==> src/pkg/hsro_pkg.sv <==
// Package with register map, field layout, reset values and states of the handler sort block
// Function
// - End-of-test strobe rises once the bin assignment is valid for sorting.
// - Acquisition-done strobe rises when acquisition ends, before calculation finishes.
// - Measure function with triggered mode starts on handler start or button.
// - End-of-test and pass/fail only when a non-zero nominal is held.
// - Basic variant merges bins 9 to 13 into bin 14; high-speed drives 15.
// - Output codes 0 to 7: 1 bin, 2 secondary, 4 primary, sums combine.
// - Code 8 sends nothing on pass, code 9 bin on pass; failures send all.
// - With output enabled, selected strings go out after every measurement sequence.
// - Primary and secondary strings are 17 characters, bin strings 10.
// - Setting writes are accepted only while keypad entry function is selected.
// - Digit blanking holds separate primary and secondary digit counts.
// - Integration factor spans 0.25 to 6 in quarters, default 1.
// - Ratio code 0 normal, 1 nominal over measured, 2 measured over nominal.
// - Parameter code 0 manual, 1 automatic default; code 2 restores all defaults.
// - Median setting 1 reports median of 3 measurements, 0 a single one.
// - Listener address, firmware version and frequency correction are readable only.
// - Every transmitted string ends with carriage return then line feed.
package hsro_pkg;
    // Register byte offsets
    localparam logic [7:0] OFS_CTRL = 8'h00;
    localparam logic [7:0] OFS_SETUP = 8'h04;
    localparam logic [7:0] OFS_STATUS = 8'h08;
    localparam logic [7:0] OFS_RESULT = 8'h0c;
    localparam logic [7:0] OFS_INFO = 8'h10;
    localparam logic [7:0] OFS_STRBUF = 8'h40;
    localparam logic [7:0] STRBUF_MASK = 8'hc0;
    // Control register bits
    localparam int CTRL_ENTRY = 0;
    localparam int CTRL_MEASURE = 1;
    localparam int CTRL_TRIG = 2;
    localparam int CTRL_HISPEED = 3;
    localparam int CTRL_BUTTON = 4;
    localparam logic [3:0] CTRL_RST = 4'h0;
    // Setup register fields
    localparam int SU_OUT_LO = 0;
    localparam int SU_BLKP_LO = 4;
    localparam int SU_BLKS_LO = 8;
    localparam int SU_INTEG_LO = 12;
    localparam int SU_RATIO_LO = 18;
    localparam int SU_PARAM_LO = 20;
    localparam int SU_MEDIAN = 24;
    localparam logic [24:0] SETUP_RST = 25'h0104000;
    localparam logic [24:0] SETUP_MASK = 25'h13df77f;
    // Legal codes
    localparam logic [3:0] OUT_MAX = 4'h9;
    localparam logic [3:0] OUT_PASS_NONE = 4'h8;
    localparam logic [3:0] OUT_PASS_BIN = 4'h9;
    localparam logic [4:0] INTEG_MIN = 5'h01;
    localparam logic [4:0] INTEG_MAX = 5'h18;
    localparam logic [1:0] RATIO_MAX = 2'h2;
    localparam logic [1:0] PARAM_RESTORE = 2'h2;
    localparam logic [1:0] MED_LAST = 2'h2;
    // Bins
    localparam int NBINS = 15;
    localparam logic [3:0] BIN_MERGE_LO = 4'h9;
    localparam logic [3:0] BIN_MERGE_HI = 4'hd;
    localparam logic [3:0] BIN_MERGE_TO = 4'he;
    // String segments and lengths
    localparam logic [1:0] SEG_PRI = 2'h0;
    localparam logic [1:0] SEG_SEC = 2'h1;
    localparam logic [1:0] SEG_BIN = 2'h2;
    localparam logic [4:0] PRI_LEN = 5'h11;
    localparam logic [4:0] SEC_LEN = 5'h11;
    localparam logic [4:0] BIN_LEN = 5'h0a;
    localparam logic [7:0] CHR_CR = 8'h0d;
    localparam logic [7:0] CHR_LF = 8'h0a;
    // Firmware version, arbitrary value
    localparam logic [7:0] FW_VERSION = 8'h01;
    typedef enum logic [6:0] {
        ST_IDLE = 7'b0000001,
        ST_MEAS = 7'b0000010,
        ST_CALC = 7'b0000100,
        ST_PICK = 7'b0001000,
        ST_FETCH = 7'b0010000,
        ST_LOAD = 7'b0100000,
        ST_TX = 7'b1000000
    } hsro_state_e;
endpackage

==> src/rtl/hsro_strbuf.sv <==
// Result string buffer: one write port, one registered read port
`timescale 1ns/100ps
module hsro_strbuf (
    input wire logic clk,
    input wire logic wr_en,
    input wire logic [5:0] wr_addr,
    input wire logic [7:0] wr_data,
    input wire logic [5:0] rd_addr,
    output logic [7:0] rd_data_q
);
    logic [7:0] mem [0:63];

    // Write and registered read
    always_ff @(posedge clk) begin
        if (wr_en) begin
            mem[wr_addr] <= wr_data;
        end
        rd_data_q <= mem[rd_addr];
    end
endmodule // hsro_strbuf

==> src/rtl/hsro_top.sv <==
// Handler sequencing, bin outputs, settings registers and result string sender
`timescale 1ns/100ps
module hsro_top
    import hsro_pkg::*;
(
    input wire logic pclk,
    input wire logic presetn,
    input wire logic [7:0] paddr,
    input wire logic psel,
    input wire logic penable,
    input wire logic pwrite,
    input wire logic [31:0] pwdata,
    output logic [31:0] prdata,
    output logic pready,
    output logic pslverr,
    input wire logic handler_start,
    input wire logic eng_capt_done,
    input wire logic eng_calc_done,
    input wire logic [15:0] eng_value,
    input wire logic [3:0] eng_bin,
    input wire logic eng_pass,
    input wire logic nominal_nonzero,
    input wire logic [4:0] listen_addr,
    input wire logic [15:0] freq_corr,
    output logic meas_start,
    output logic end_of_test_strobe,
    output logic acquisition_done_strobe,
    output logic [NBINS-1:0] handler_bin,
    output logic pass_ind,
    output logic fail_ind,
    output logic [24:0] cfg_setup,
    output logic tx_valid,
    output logic [7:0] tx_data,
    input wire logic tx_ready
);
    hsro_state_e state_q, state_d;
    logic [3:0] ctrl_q, ctrl_d;
    logic [24:0] setup_q, setup_d;
    logic [31:0] prdata_q, prdata_d;
    logic pready_q, pready_d, pslverr_q, pslverr_d;
    logic start_prev_q, button_q, button_d;
    logic meas_start_q, meas_start_d, test_end_q, test_end_d, capt_q, capt_d, pass_q, pass_d, fail_q, fail_d;
    logic [NBINS-1:0] bins_q, bins_d, bin_hot;
    logic [1:0] med_cnt_q, med_cnt_d, seg_q, seg_d;
    logic [15:0] v0_q, v0_d, v1_q, v1_d, result_q, result_d, med_val;
    logic [3:0] bin_num_q, bin_num_d, bin_map;
    logic [2:0] mask_q, mask_d, sel_mask;
    logic [4:0] idx_q, idx_d, seg_len;
    logic tx_valid_q, tx_valid_d;
    logic [7:0] tx_data_q, tx_data_d, mem_rd;
    logic acc, wr_strobe, wr_setup, wr_buf, start_evt, setup_legal;
    logic [24:0] su_new;

    assign acc = psel & penable;
    assign wr_strobe = acc & pready_q & pwrite;
    assign wr_setup = wr_strobe & (paddr == OFS_SETUP) & ctrl_q[CTRL_ENTRY];
    assign wr_buf = wr_strobe & (paddr >= OFS_STRBUF);
    assign su_new = pwdata[24:0] & SETUP_MASK;

    // A setting write is taken whole only when the output, integration and ratio codes are legal; restore always wins
    assign setup_legal = (su_new[SU_OUT_LO +: 4] <= OUT_MAX)
                       && (su_new[SU_INTEG_LO +: 5] >= INTEG_MIN)
                       && (su_new[SU_INTEG_LO +: 5] <= INTEG_MAX)
                       && (su_new[SU_RATIO_LO +: 2] <= RATIO_MAX);

    // Start event: rising handler edge or button, only in triggered measure mode
    assign start_evt = ((handler_start & ~start_prev_q) | button_q)
                     & ctrl_q[CTRL_MEASURE] & ctrl_q[CTRL_TRIG];

    // Median of three and basic-variant bin merge
    assign med_val = (v0_q < v1_q) ? ((v1_q < eng_value) ? v1_q : ((v0_q < eng_value) ? eng_value : v0_q))
                                   : ((v0_q < eng_value) ? v0_q : ((v1_q < eng_value) ? eng_value : v1_q));
    assign bin_map = (!ctrl_q[CTRL_HISPEED] && eng_bin >= BIN_MERGE_LO && eng_bin <= BIN_MERGE_HI)
                   ? BIN_MERGE_TO : eng_bin;

    // One-hot handler bin decode
    genvar gi;
    generate
        for (gi = 0; gi < NBINS; gi++) begin : g_bin
            assign bin_hot[gi] = (bin_map == 4'(gi));
        end
    endgenerate

    // Output selection: bit 2 primary, bit 1 secondary, bit 0 bin; codes 8 and 9 depend on pass
    always_comb begin
        case (setup_q[SU_OUT_LO +: 4])
            OUT_PASS_NONE: sel_mask = eng_pass ? 3'h0 : 3'h7;
            OUT_PASS_BIN: sel_mask = eng_pass ? 3'h4 : 3'h7;
            default: sel_mask = {setup_q[SU_OUT_LO], setup_q[SU_OUT_LO + 1], setup_q[SU_OUT_LO + 2]};
        endcase
    end

    assign seg_len = (seg_q == SEG_BIN) ? BIN_LEN : ((seg_q == SEG_SEC) ? SEC_LEN : PRI_LEN);

    // APB register access and settings
    always_comb begin
        ctrl_d = ctrl_q;
        setup_d = setup_q;
        button_d = 1'b0;
        pready_d = acc & ~pready_q;
        pslverr_d = 1'b0;
        prdata_d = 32'h0;
        if (wr_strobe && paddr == OFS_CTRL) begin
            ctrl_d = pwdata[3:0];
            button_d = pwdata[CTRL_BUTTON];
        end
        if (wr_setup) begin
            if (su_new[SU_PARAM_LO +: 2] == PARAM_RESTORE) begin
                setup_d = SETUP_RST;
            end else if (setup_legal) begin
                setup_d = su_new;
            end
        end
        if (acc && !pready_q) begin
            case (paddr)
                OFS_CTRL: prdata_d = {28'h0, ctrl_q};
                OFS_SETUP: prdata_d = {7'h0, setup_q};
                OFS_STATUS: prdata_d = {22'h0, med_cnt_q, bin_num_q, pass_q, capt_q, test_end_q, ~state_q[0]};
                OFS_RESULT: prdata_d = {16'h0, result_q};
                OFS_INFO: prdata_d = {freq_corr, 3'h0, listen_addr, FW_VERSION};
                default: pslverr_d = (paddr < OFS_STRBUF);
            endcase
        end
    end

    // Sequencer: measurement, median collection, strobes, bins and string sending
    always_comb begin
        state_d = state_q;
        meas_start_d = 1'b0;
        test_end_d = test_end_q;
        capt_d = capt_q;
        pass_d = pass_q;
        fail_d = fail_q;
        bins_d = bins_q;
        med_cnt_d = med_cnt_q;
        v0_d = v0_q;
        v1_d = v1_q;
        result_d = result_q;
        bin_num_d = bin_num_q;
        mask_d = mask_q;
        seg_d = seg_q;
        idx_d = idx_q;
        tx_valid_d = tx_valid_q;
        tx_data_d = tx_data_q;
        case (state_q)
            ST_IDLE: begin
                if (start_evt) begin
                    meas_start_d = 1'b1;
                    test_end_d = 1'b0;
                    capt_d = 1'b0;
                    pass_d = 1'b0;
                    fail_d = 1'b0;
                    bins_d = '0;
                    med_cnt_d = 2'h0;
                    state_d = ST_MEAS;
                end
            end
            ST_MEAS: begin
                if (eng_capt_done) begin
                    if (!setup_q[SU_MEDIAN] || med_cnt_q == MED_LAST) begin
                        capt_d = 1'b1;
                    end
                    state_d = ST_CALC;
                end
            end
            ST_CALC: begin
                if (eng_calc_done) begin
                    if (setup_q[SU_MEDIAN] && med_cnt_q != MED_LAST) begin
                        v0_d = v1_q;
                        v1_d = eng_value;
                        med_cnt_d = med_cnt_q + 2'h1;
                        meas_start_d = 1'b1;
                        state_d = ST_MEAS;
                    end else begin
                        result_d = setup_q[SU_MEDIAN] ? med_val : eng_value;
                        bin_num_d = eng_bin;
                        if (nominal_nonzero) begin
                            test_end_d = 1'b1;
                            bins_d = bin_hot;
                            pass_d = eng_pass;
                            fail_d = ~eng_pass;
                        end
                        mask_d = sel_mask;
                        seg_d = SEG_PRI;
                        idx_d = 5'h0;
                        state_d = (sel_mask != 3'h0) ? ST_PICK : ST_IDLE;
                    end
                end
            end
            ST_PICK: begin
                if (mask_q[0]) begin
                    state_d = ST_FETCH;
                end else if (mask_q == 3'h0) begin
                    state_d = ST_IDLE;
                end else begin
                    mask_d = {1'b0, mask_q[2:1]};
                    seg_d = seg_q + 2'h1;
                end
            end
            ST_FETCH: state_d = ST_LOAD;
            ST_LOAD: begin
                if (idx_q < seg_len - 5'h2) begin
                    tx_data_d = mem_rd;
                end else if (idx_q == seg_len - 5'h2) begin
                    tx_data_d = CHR_CR;
                end else begin
                    tx_data_d = CHR_LF;
                end
                tx_valid_d = 1'b1;
                state_d = ST_TX;
            end
            ST_TX: begin
                if (tx_ready) begin
                    tx_valid_d = 1'b0;
                    if (idx_q == seg_len - 5'h1) begin
                        idx_d = 5'h0;
                        mask_d = {1'b0, mask_q[2:1]};
                        seg_d = seg_q + 2'h1;
                        state_d = ST_PICK;
                    end else begin
                        idx_d = idx_q + 5'h1;
                        state_d = ST_FETCH;
                    end
                end
            end
            default: state_d = ST_IDLE;
        endcase
    end

    // State registers
    always_ff @(posedge pclk or negedge presetn) begin
        if (!presetn) begin
            state_q <= ST_IDLE;
            ctrl_q <= CTRL_RST;
            setup_q <= SETUP_RST;
            prdata_q <= 32'h0;
            pready_q <= 1'b0;
            pslverr_q <= 1'b0;
            start_prev_q <= 1'b0;
            button_q <= 1'b0;
            meas_start_q <= 1'b0;
            test_end_q <= 1'b0;
            capt_q <= 1'b0;
            pass_q <= 1'b0;
            fail_q <= 1'b0;
            bins_q <= '0;
            med_cnt_q <= 2'h0;
            v0_q <= 16'h0;
            v1_q <= 16'h0;
            result_q <= 16'h0;
            bin_num_q <= 4'h0;
            mask_q <= 3'h0;
            seg_q <= 2'h0;
            idx_q <= 5'h0;
            tx_valid_q <= 1'b0;
            tx_data_q <= 8'h0;
        end else begin
            state_q <= state_d;
            ctrl_q <= ctrl_d;
            setup_q <= setup_d;
            prdata_q <= prdata_d;
            pready_q <= pready_d;
            pslverr_q <= pslverr_d;
            start_prev_q <= handler_start;
            button_q <= button_d;
            meas_start_q <= meas_start_d;
            test_end_q <= test_end_d;
            capt_q <= capt_d;
            pass_q <= pass_d;
            fail_q <= fail_d;
            bins_q <= bins_d;
            med_cnt_q <= med_cnt_d;
            v0_q <= v0_d;
            v1_q <= v1_d;
            result_q <= result_d;
            bin_num_q <= bin_num_d;
            mask_q <= mask_d;
            seg_q <= seg_d;
            idx_q <= idx_d;
            tx_valid_q <= tx_valid_d;
            tx_data_q <= tx_data_d;
        end
    end

    // String buffer: software writes formatted characters, sender reads them
    hsro_strbuf u_strbuf (
        .clk(pclk),
        .wr_en(wr_buf),
        .wr_addr({2'(paddr[7:6] - 2'h1), paddr[5:2]}),
        .wr_data(pwdata[7:0]),
        .rd_addr({seg_q, idx_q[3:0]}),
        .rd_data_q(mem_rd)
    );

    assign prdata = prdata_q;
    assign pready = pready_q;
    assign pslverr = pslverr_q;
    assign meas_start = meas_start_q;
    assign end_of_test_strobe = test_end_q;
    assign acquisition_done_strobe = capt_q;
    assign handler_bin = bins_q;
    assign pass_ind = pass_q;
    assign fail_ind = fail_q;
    assign cfg_setup = setup_q;
    assign tx_valid = tx_valid_q;
    assign tx_data = tx_data_q;
endmodule // hsro_top

==> config.mk <==
export PLATFORM = sky130hd
export DESIGN_NAME = hsro_top
export DESIGN_NICKNAME = d
export VERILOG_FILES = /design/src/pkg/hsro_pkg.sv /design/src/rtl/hsro_strbuf.sv /design/src/rtl/hsro_top.sv
export SDC_FILE = /design/constraint.sdc
export NUM_CORES = 1
export LEC_CHECK = 0
export BUFFER_PORTS_ARGS = -buffer_cell sky130_fd_sc_hd__clkbuf_2
export CAP_MARGIN = 20
export CORE_MARGIN = 2
export CORE_UTILIZATION = 35
export DETAILED_ROUTE_END_ITERATION = 10
export SLEW_MARGIN = 20
export SYNTH_ARGS = -nofsm -noshare
export SYNTH_HDL_FRONTEND = slang
export SYNTH_SLANG_ARGS = --single-unit
==> constraint.sdc <==
create_clock -name pclk -period 5.58 [get_ports pclk]
set_input_delay 0.837 -clock pclk [delete_from_list [all_inputs] [get_ports pclk]]
set_output_delay 0.837 -clock pclk [all_outputs]
set_load 0.02 [all_outputs]
---- Word level (Yosys, flattened, before mapping) ----
Memories as Yosys holds them, arrays and structs flattened. A register that Yosys moved wholly into a read port is not among the register bits.
Index checks and enable logic that the tools add are counted.
operators by class
  $add $sub $neg .......................... 6
  bitwise gates (word level) .............. 16
  equal/unequal tests ..................... 45
  reductions and logical operators ........ 34
  magnitude comparators ................... 12
  mux-type cells .......................... 82
operators with widths
  cell                count
  $pmux 32 s5         1
  $mux 16             6
  $mux 15             4
  $mux 25             2
  $pmux 7 s7          1
  $lt 16x16->1        3
  $mux 7              6
  $eq 4x4->1 const B  9
  $mux 32             1
  $mux 5              6
  $pmux 15 s2         1
  $mux 3              8
  $ne 2x2->1 const B  12
  $mux 1              21
  $mux 2              10
  $eq 4x3->1 const B  4
  $eq 8x4->1 const B  2
  $reduce_and 5->1    3
  $mux 4              3
  $pmux 1 s2          6
  $reduce_and 4->1    3
  $and 1x1->1         10
  $eq 5x5->1          2
  $pmux 5 s2          1
  other kinds (45)    70
word-level totals
  RAM bits ................................ 512
  bits of input ports ..................... 92
  memories ................................ 1
  bits in registers ....................... 165
  output and inout port bits .............. 88
memories
  memory        words  bits a word  read ports  clocked after Yosys merged registers in  wr ports  line               text
  u_strbuf.mem  64     8            1           1                                        1         hsro_strbuf.sv:11  logic [7:0] mem [0:63];

---- Logic depth before layout (Yosys ltp) ----
Gate-level depths: netlist of run 1.
  word-level depth ........................ 9
  gate-level depth with buffers ........... 11
  depth with buffers taken out ............ 10

---- By module ----
From an unflattened synthesis of run 1, not the netlist that was laid out.
unflattened totals
  cell total of the unflattened synthesis .. 1813
  area total of the unflattened synthesis .. 28383.5 um2
by module, submodules not included
  module       instances  cells an instance  area each (um2)
  hsro_strbuf  1          967                20236.9
  hsro_top     1          846                8146.6

---- Worst setup path before layout of run 1 ----
Ideal clock, no wire load.
  path kind ............................... in2reg
  start ................................... in eng_value[15]
  end ..................................... reg result_q[10]
  stages on the path ...................... 10
  slack ................................... 2.666 ns
  arrival ................................. 2.772 ns
  path through ............................ inv_1 ha_1 nand4_1 or2_2 o221ai_1 clkbuf_1 clkbuf_1 nor3_1 o22ai_1 o221ai_1
between the ends
  longest elaborated chain between the ends .. 5
  elaborated cells on any way between the ends .. 8
  classes of those cells .................. order compare (2); mux (6)
ends and longest elaborated chain
  element                                          line                            text
  start: declaration                               hsro_top.sv:19                  input wire logic [15:0] eng_value,
  $lt 16x16->1                                     hsro_top.sv:71, hsro_top.sv:72
  $mux 16, on equally long branches (2 in series)  hsro_top.sv:72, hsro_top.sv:71
  $mux 16 (*)                                      hsro_top.sv:71                  assign med_val = (v0_q < v1_q) ? ((v1_q < eng_value) ? v1_q : ((v0_q < eng_value) ? eng_value : v0_q))
  $mux 16 (*)                                      hsro_top.sv:175                 result_d = setup_q[SU_MEDIAN] ? med_val : eng_value;
  end signal: assignment                           hsro_top.sv:275                 result_q <= result_d;
  end: declaration                                 hsro_top.sv:45                  logic [15:0] v0_q, v0_d, v1_q, v1_d, result_q, result_d, med_val;
Every way passes the cells marked *; elsewhere a longest branch is shown, timed or not.
A chain may end at the register's enable or synchronous reset.

---- Final worst setup path of run 1 ----
  start ................................... reg v1_q[6]
  end ..................................... reg result_q[10]
between the ends
  longest elaborated chain between the ends .. 5
  elaborated cells on any way between the ends .. 7
  classes of those cells .................. order compare (2); mux (5)
ends and longest elaborated chain
  element                   line                            text
  start: declaration        hsro_top.sv:45
  start signal: assignment  hsro_top.sv:274                 v1_q <= v1_d;
  $lt 16x16->1              hsro_top.sv:71, hsro_top.sv:72
  $mux 16 (2 in series)     hsro_top.sv:72                  : ((v0_q < eng_value) ? v0_q : ((v1_q < eng_value) ? eng_value : v1_q));
  $mux 16 (*)               hsro_top.sv:71
  $mux 16 (*)               hsro_top.sv:175
Marks and branches as above.

==> results.sh, run 1 <==
export IMPL_fin_crit_ps=3593
export IMPL_post_cts_setup_buffer_count=0
export IMPL_final_core_util_pct=41.58
export IMPL_fp_row_count=104
export IMPL_cts_hold_buffers_added=0
export IMPL_synth_area_leaders="edfxtp_1 54%, dfrtp_1 14%, mux4_2 13%, ha_1 2.2%, nand2_1 1.9%"
export IMPL_status="finished clean"
export IMPL_finalSetupTns_ps=0
export IMPL_cap_violations=0
export IMPL_instances_no_fill=3177
export IMPL_max_freq_ghz=0.2783
export IMPL_p_leak_nw=12.31
export IMPL_clkSinkCount=680
export IMPL_syn_instance_count=1756
export IMPL_synth_edf_count=512
export IMPL_io_pins=180
export IMPL_vias=16540
export IMPL_n_fill_cell=7313
export IMPL_crit_type="register to register"
export IMPL_layout_cells_most_common="edfxtp_1"
export IMPL_grt_usage_pct=15.98
export IMPL_die_area_um2=83870
export IMPL_syn_area_um2=28550
export IMPL_final_layout_size_suffix_gt1_share_pct=23.81
export IMPL_seq_area_um2=19550
export IMPL_arrival_ps=4120
export IMPL_setup_ws_ps=1987
export IMPL_postPlaceCellArea_um2=31070
export IMPL_clk_latency_ps=620
export IMPL_relSlewSlack_pct=31.87
export IMPL_avgSynthCellArea_um2=16.26
export IMPL_routabilityCongestion=0.8709
export IMPL_antenna_cells=0
export IMPL_ys_seq_area_share_pct=68.45
export IMPL_multi_input_area_um2=8981
export IMPL_yosys_warnings=0
export IMPL_yosysTopAreaCellShare_pct=53.85
export IMPL_firstDrtPassIters=5
export IMPL_die_x_um=289.6
export IMPL_place_ws_ps=1596
export IMPL_drtIter0Drc=1398
export IMPL_die_h_um=289.6
export IMPL_dp_cells=3037
export IMPL_grt_pass1_vias=16850
export IMPL_end_kind="register"
export IMPL_ys_flop_type="edfxtp_1"
export IMPL_overflow=0
export IMPL_peakVddDrop_uv=246.0
export IMPL_grt_max_degree=73
export IMPL_start_kind="register"
export IMPL_layout_common_cells="512 x edfxtp_1, 168 x mux4_2, 160 x clkbuf_2"
export IMPL_synthArstFlopShare_pct=23.53
export IMPL_core_area_um2=80680
export IMPL_totalWireLength_um=66960
export IMPL_crit_fanout=16
export IMPL_required_ps=6110
export IMPL_syn_to_final_growth_pct=17.50
export IMPL_synth_seq_cells=680
export IMPL_numCtsBuffers=76
export IMPL_clk_path_buf_depth=3
export IMPL_powerDensity_nw_per_um2=319.3
export IMPL_clk_pin_slew_ps=60
export IMPL_cts_htree_levels=3
export IMPL_ys_types=68
export IMPL_netlist_top_cell_by_area="edfxtp_1"
export IMPL_avgViaCountPerCell=5.206
export IMPL_root_buffer="clkbuf_16"
export IMPL_grt_pass1_wl_um=101600
export IMPL_hpwlAfterDp_um=44210
export IMPL_antenna_found_initial=1
export IMPL_ant_nets=0
export IMPL_tightest_slew_ps=1019
export IMPL_setup_viol=0
export IMPL_wl_per_cell_um=21.08
export IMPL_drc=0
export IMPL_hold_viol=0
export IMPL_portBuffers=163
export IMPL_cts_resized=0
export IMPL_cts_tree="done"
export IMPL_fin_crit_sh_pct=64.39
export IMPL_initial_core_util_pct=35.39
export IMPL_clock_skew_ps=16.36
export IMPL_rsz0062_at_grt="no"
export IMPL_finalMaxSlewViolations=0
export IMPL_hold_class="input port to async pin"
export IMPL_fin_area_um2=33550
export IMPL_nets=2198
per-stage QoR:
stage	power, mW	hold slack [ps]
after floorplan	5.753	414.3
after global placement	5.904	435.3
after detailed placement	5.924	439.6
after CTS	10.84	222.4
after global routing	11.08	267.0
final	10.71	212.6
per-layer routing:
metal | track usage, % | up-vias | routed length [um]
li1 | - | 7417 | -
met3 | 2.818 | 84 | 4148
met4 | 4.308 | 0 | 1197
met1 | 21.65 | 8471 | 29050
met5 | 0 | - | 0
met2 | 26.63 | 568 | 32570
flip-flops by register name, summed over array words and instances, names as in the netlist, 3 cells and up:
name,count
cfg_setup,20
bin_num_q,4
v0_q,16
ctrl_q,4
result_q,16
prdata,32
idx_q,5
v1_q,16
u_strbuf.rd_data_q,8
tx_data,8
u_strbuf.mem,512
handler_bin,15
state_q,7
mask_q,3
final cells by class:
class	instances	area share, %
tap	1060	3.953
timing repair buffer	191	3.204
inverter	39	0.4364
sequential	680	58.28
clock buffer	102	6.083
multi-input combinational	1067	26.77
clock inverter	38	1.268
path summary, 6_finish.rpt:
path | from | cells past startpoint | to | slack (ps)
worst max-delay path | v1_q[6] | 10 | result_q[10] | 1990
worst min-delay path | presetn | 1 | prdata[17] | 210
worst max register to register | v1_q[6] | 10 | result_q[10] | 1990
worst min register to register | u_strbuf.rd_data_q[0] | 2 | tx_data[0] | 440
max in group asynchronous | presetn | 2 | cfg_setup[18] | 4260
min in group pclk | handler_start | 1 | start_prev_q | 340
kinds of logic after synthesis:
logic type	Yosys count	synth area share [%]
muxes	197	14.37
and+or+nand+nor	399	6.477
AOI/OAI and AO/OA	287	6.464
buffers and inverters	141	1.994
other	1	0.01313
DFF	680	68.45
adders and majority gates	51	2.235
synth_stat cells, types with 25 or more instances:
| cell type | count |
|---|---|
| edfxtp_1 | 512 |
| mux4_2 | 168 |
| dfrtp_1 | 157 |
| nand2_1 | 143 |
| nor2_1 | 119 |
| o21ai_0 | 85 |
| clkbuf_1 | 70 |
| ha_1 | 51 |
| inv_1 | 39 |
| o221ai_1 | 34 |
| a21oi_1 | 32 |
| o21ai_1 | 30 |
| a22oi_1 | 27 |
| nor3_1 | 25 |
worst max-delay path: stages (launching register included):
cell and delay (ps):
dfrtp_1 400, inv_1 90, ha_1 340, a211oi_1 280, and3_1 190, o21ai_1 120, a21oi_2 490, buf_4 320
and2_1 760, o221ai_1 300, o221ai_1 210
power by group:
| group | total, mW | switching, mW | internal, mW |
|---|---|---|---|
| clock network | 4.89 | 2.05 | 2.84 |
| registers | 5.56 | 0.0184 | 5.54 |
| logic | 0.263 | 0.185 | 0.0781 |
(Power assumes the default switching activity.)
==> inputs of run 2 (changes only) <==
==> constraint.sdc (replaced) <==
create_clock -name pclk -period 3.17 [get_ports pclk]
set_input_delay 0.4755 -clock pclk [delete_from_list [all_inputs] [get_ports pclk]]
set_output_delay 0.4755 -clock pclk [all_outputs]
set_load 0.02 [all_outputs]
==> run 2 against run 1 <==
Non-clock buffer count grew 75. Die area stayed put. Final area is 2.3% higher. First-iteration DRC count fell by 2.6%. Sequential cell count stayed put. Cell count is 2.2% higher. Largest cell class unchanged.
==> results.sh, run 2 (same netlist as run 1, synthesis figures left out) <==
export IMPL_status="finished clean"
export IMPL_path_cells="buf_4, mux4_2, mux4_2, mux4_2"
export IMPL_fin_crit_ps=2758
export IMPL_required_ps=3640
export IMPL_cts_tree="done"
export IMPL_min_path_cells=3
export IMPL_die_h_um=289.6
export IMPL_post_cts_setup_buffer_count=0
export IMPL_multi_input_area_um2=8975
export IMPL_final_layout_size_suffix_gt1_share_pct=26.55
export IMPL_largest_reg_flops=512
export IMPL_hold_class="input port to register"
export IMPL_min_to="cfg_setup[8]"
export IMPL_tightest_slew_ps=840.5
export IMPL_crit_type="register to register"
export IMPL_avgViaCountPerCell=5.263
export IMPL_numCtsBuffers=75
export IMPL_grt_usage_pct=16.64
export IMPL_routabilityCongestion=0.8810
export IMPL_hold_viol=0
export IMPL_core_area_um2=80680
export IMPL_antenna_found_initial=4
export IMPL_overflow=0
export IMPL_drtIter0Drc=1361
export IMPL_firstDrtPassIters=9
export IMPL_postPlaceCellArea_um2=31740
export IMPL_seq_area_um2=19550
export IMPL_grt_pass1_vias=17240
export IMPL_rsz0062_at_grt="no"
export IMPL_p_sw_share_pct=20.74
export IMPL_powerDensity_nw_per_um2=559.3
export IMPL_grt_pass1_wl_um=105700
export IMPL_cts_htree_levels=3
export IMPL_drc=0
export IMPL_start_kind="register"
export IMPL_relSlewSlack_pct=43.76
export IMPL_cpLargestDelayFamily="multiplexers"
export IMPL_grt_max_degree=82
export IMPL_cp_slowest_cell="dfrtp_4"
export IMPL_combPwrFrac_pct=2.5
export IMPL_die_area_um2=83870
export IMPL_fin_crit_sh_pct=87.02
export IMPL_n_fill_cell=7227
export IMPL_reg2reg_from="idx_q[1]"
export IMPL_r2r_slack_ps=410
export IMPL_ant_nets=0
export IMPL_cap_violations=0
export IMPL_root_buffer="clkbuf_16"
export IMPL_setup_ws_ps=411.5
export IMPL_internal_power_mw=15.21
export IMPL_place_ws_ps=237.7
export IMPL_die_x_um=289.6
export IMPL_power_frac_clock_pct=46.5
export IMPL_max_freq_ghz=0.3625
export IMPL_initial_core_util_pct=35.39
export IMPL_clock_skew_ps=51.73
export IMPL_layout_cells_most_common="edfxtp_1"
export IMPL_vias=17090
export IMPL_critPathMaxStageDelay_ps=820
export IMPL_power_frac_seq_pct=50.9
export IMPL_cp_num_buf_inv=1
export IMPL_nets=2272
export IMPL_r2r_end="u_strbuf.rd_data_q[1]"
export IMPL_portBuffers=163
export IMPL_p_leak_nw=12.77
export IMPL_setup_viol=0
export IMPL_finalSetupTns_ps=0
export IMPL_peakVddDrop_uv=326.9
export IMPL_clkSinkCount=680
export IMPL_cp_common_cell="mux4_2"
export IMPL_hpwlAfterDp_um=46730
export IMPL_wl_per_cell_um=21.44
export IMPL_arrival_ps=3230
export IMPL_fp_row_count=104
export IMPL_regMostFlops="u_strbuf.mem"
export IMPL_clk_pin_slew_ps=60
export IMPL_r2r_cells=4
export IMPL_crit_fanout=33
export IMPL_hp_start="pwdata[8]"
export IMPL_syn_to_final_growth_pct=20.20
export IMPL_io_pins=180
export IMPL_layout_common_cells="512 x edfxtp_1, 168 x mux4_2, 161 x clkbuf_2"
export IMPL_fin_area_um2=34320
export IMPL_clk_path_buf_depth=3
export IMPL_clk_latency_ps=620
export IMPL_antenna_cells=0
export IMPL_finalMaxSlewViolations=0
export IMPL_totalWireLength_um=69630
export IMPL_end_kind="register"
export IMPL_power_switching_mw=3.980
run 2: metrics by stage:
step                      cells  power [mW]  hold WS (ps)  utilization, %
after CTS                  3248       19.39         41.39           42.53
final                      3248       19.19         69.59           42.54
after global routing       3248       19.79         72.46           42.54
after detailed placement   3110       10.44         440.0           39.35
after global placement     3110       10.41         439.9           39.35
after floorplan            1888       10.13         179.9               -
run 2: power by group through the flow:
stage          Combinational (mW)  Clock, mW  Sequential (mW)
4_1_cts                     0.483       9.12             9.78
5_1_grt                     0.537       9.46             9.79
6_report                    0.481       8.93             9.78
3_3_place_gp                0.460          0             9.95
3_5_place_dp                0.479          0             9.96
2_1_floorplan               0.179          0             9.95
run 2: final cells by class:
cell class	instances	share of cell area, %
Clock inverter	46	1.681
Tap cell	1060	3.865
Inverter	39	0.4266
Clock buffer	90	5.757
Timing Repair Buffer	266	5.144
Multi-Input combinational cell	1067	26.15
Sequential cell	680	56.97
run 2: worst max path at each step:
stage                 startpoint               endpoint  cells after the start
detailed placement  eng_value[1]            result_q[7]                     10
global placement    eng_value[1]            result_q[0]                     10
finish                  idx_q[1]  u_strbuf.rd_data_q[1]                      4
floorplan               seg_q[0]              mask_q[1]                     11
CTS                     idx_q[1]  u_strbuf.rd_data_q[1]                      4
global route          state_q[5]            result_q[7]                      7
run 2: what timing repair did:
action / CTS / global route
hold endpoints to repair: 76 / 0
resized for setup: 0 / 0
hold buffers: 2 / 0
run 2: tightest hold or removal path, cell delays in order:
cell and delay [ps]:
clkbuf_2 80, nand2_1 50, o21ai_1 50
run 2: per-layer routing:
metal	track usage, %	routed length, um
met1	22.75	30490
met2	27.70	33810
met3	2.928	4034
met4	4.115	1256
met5	0	41
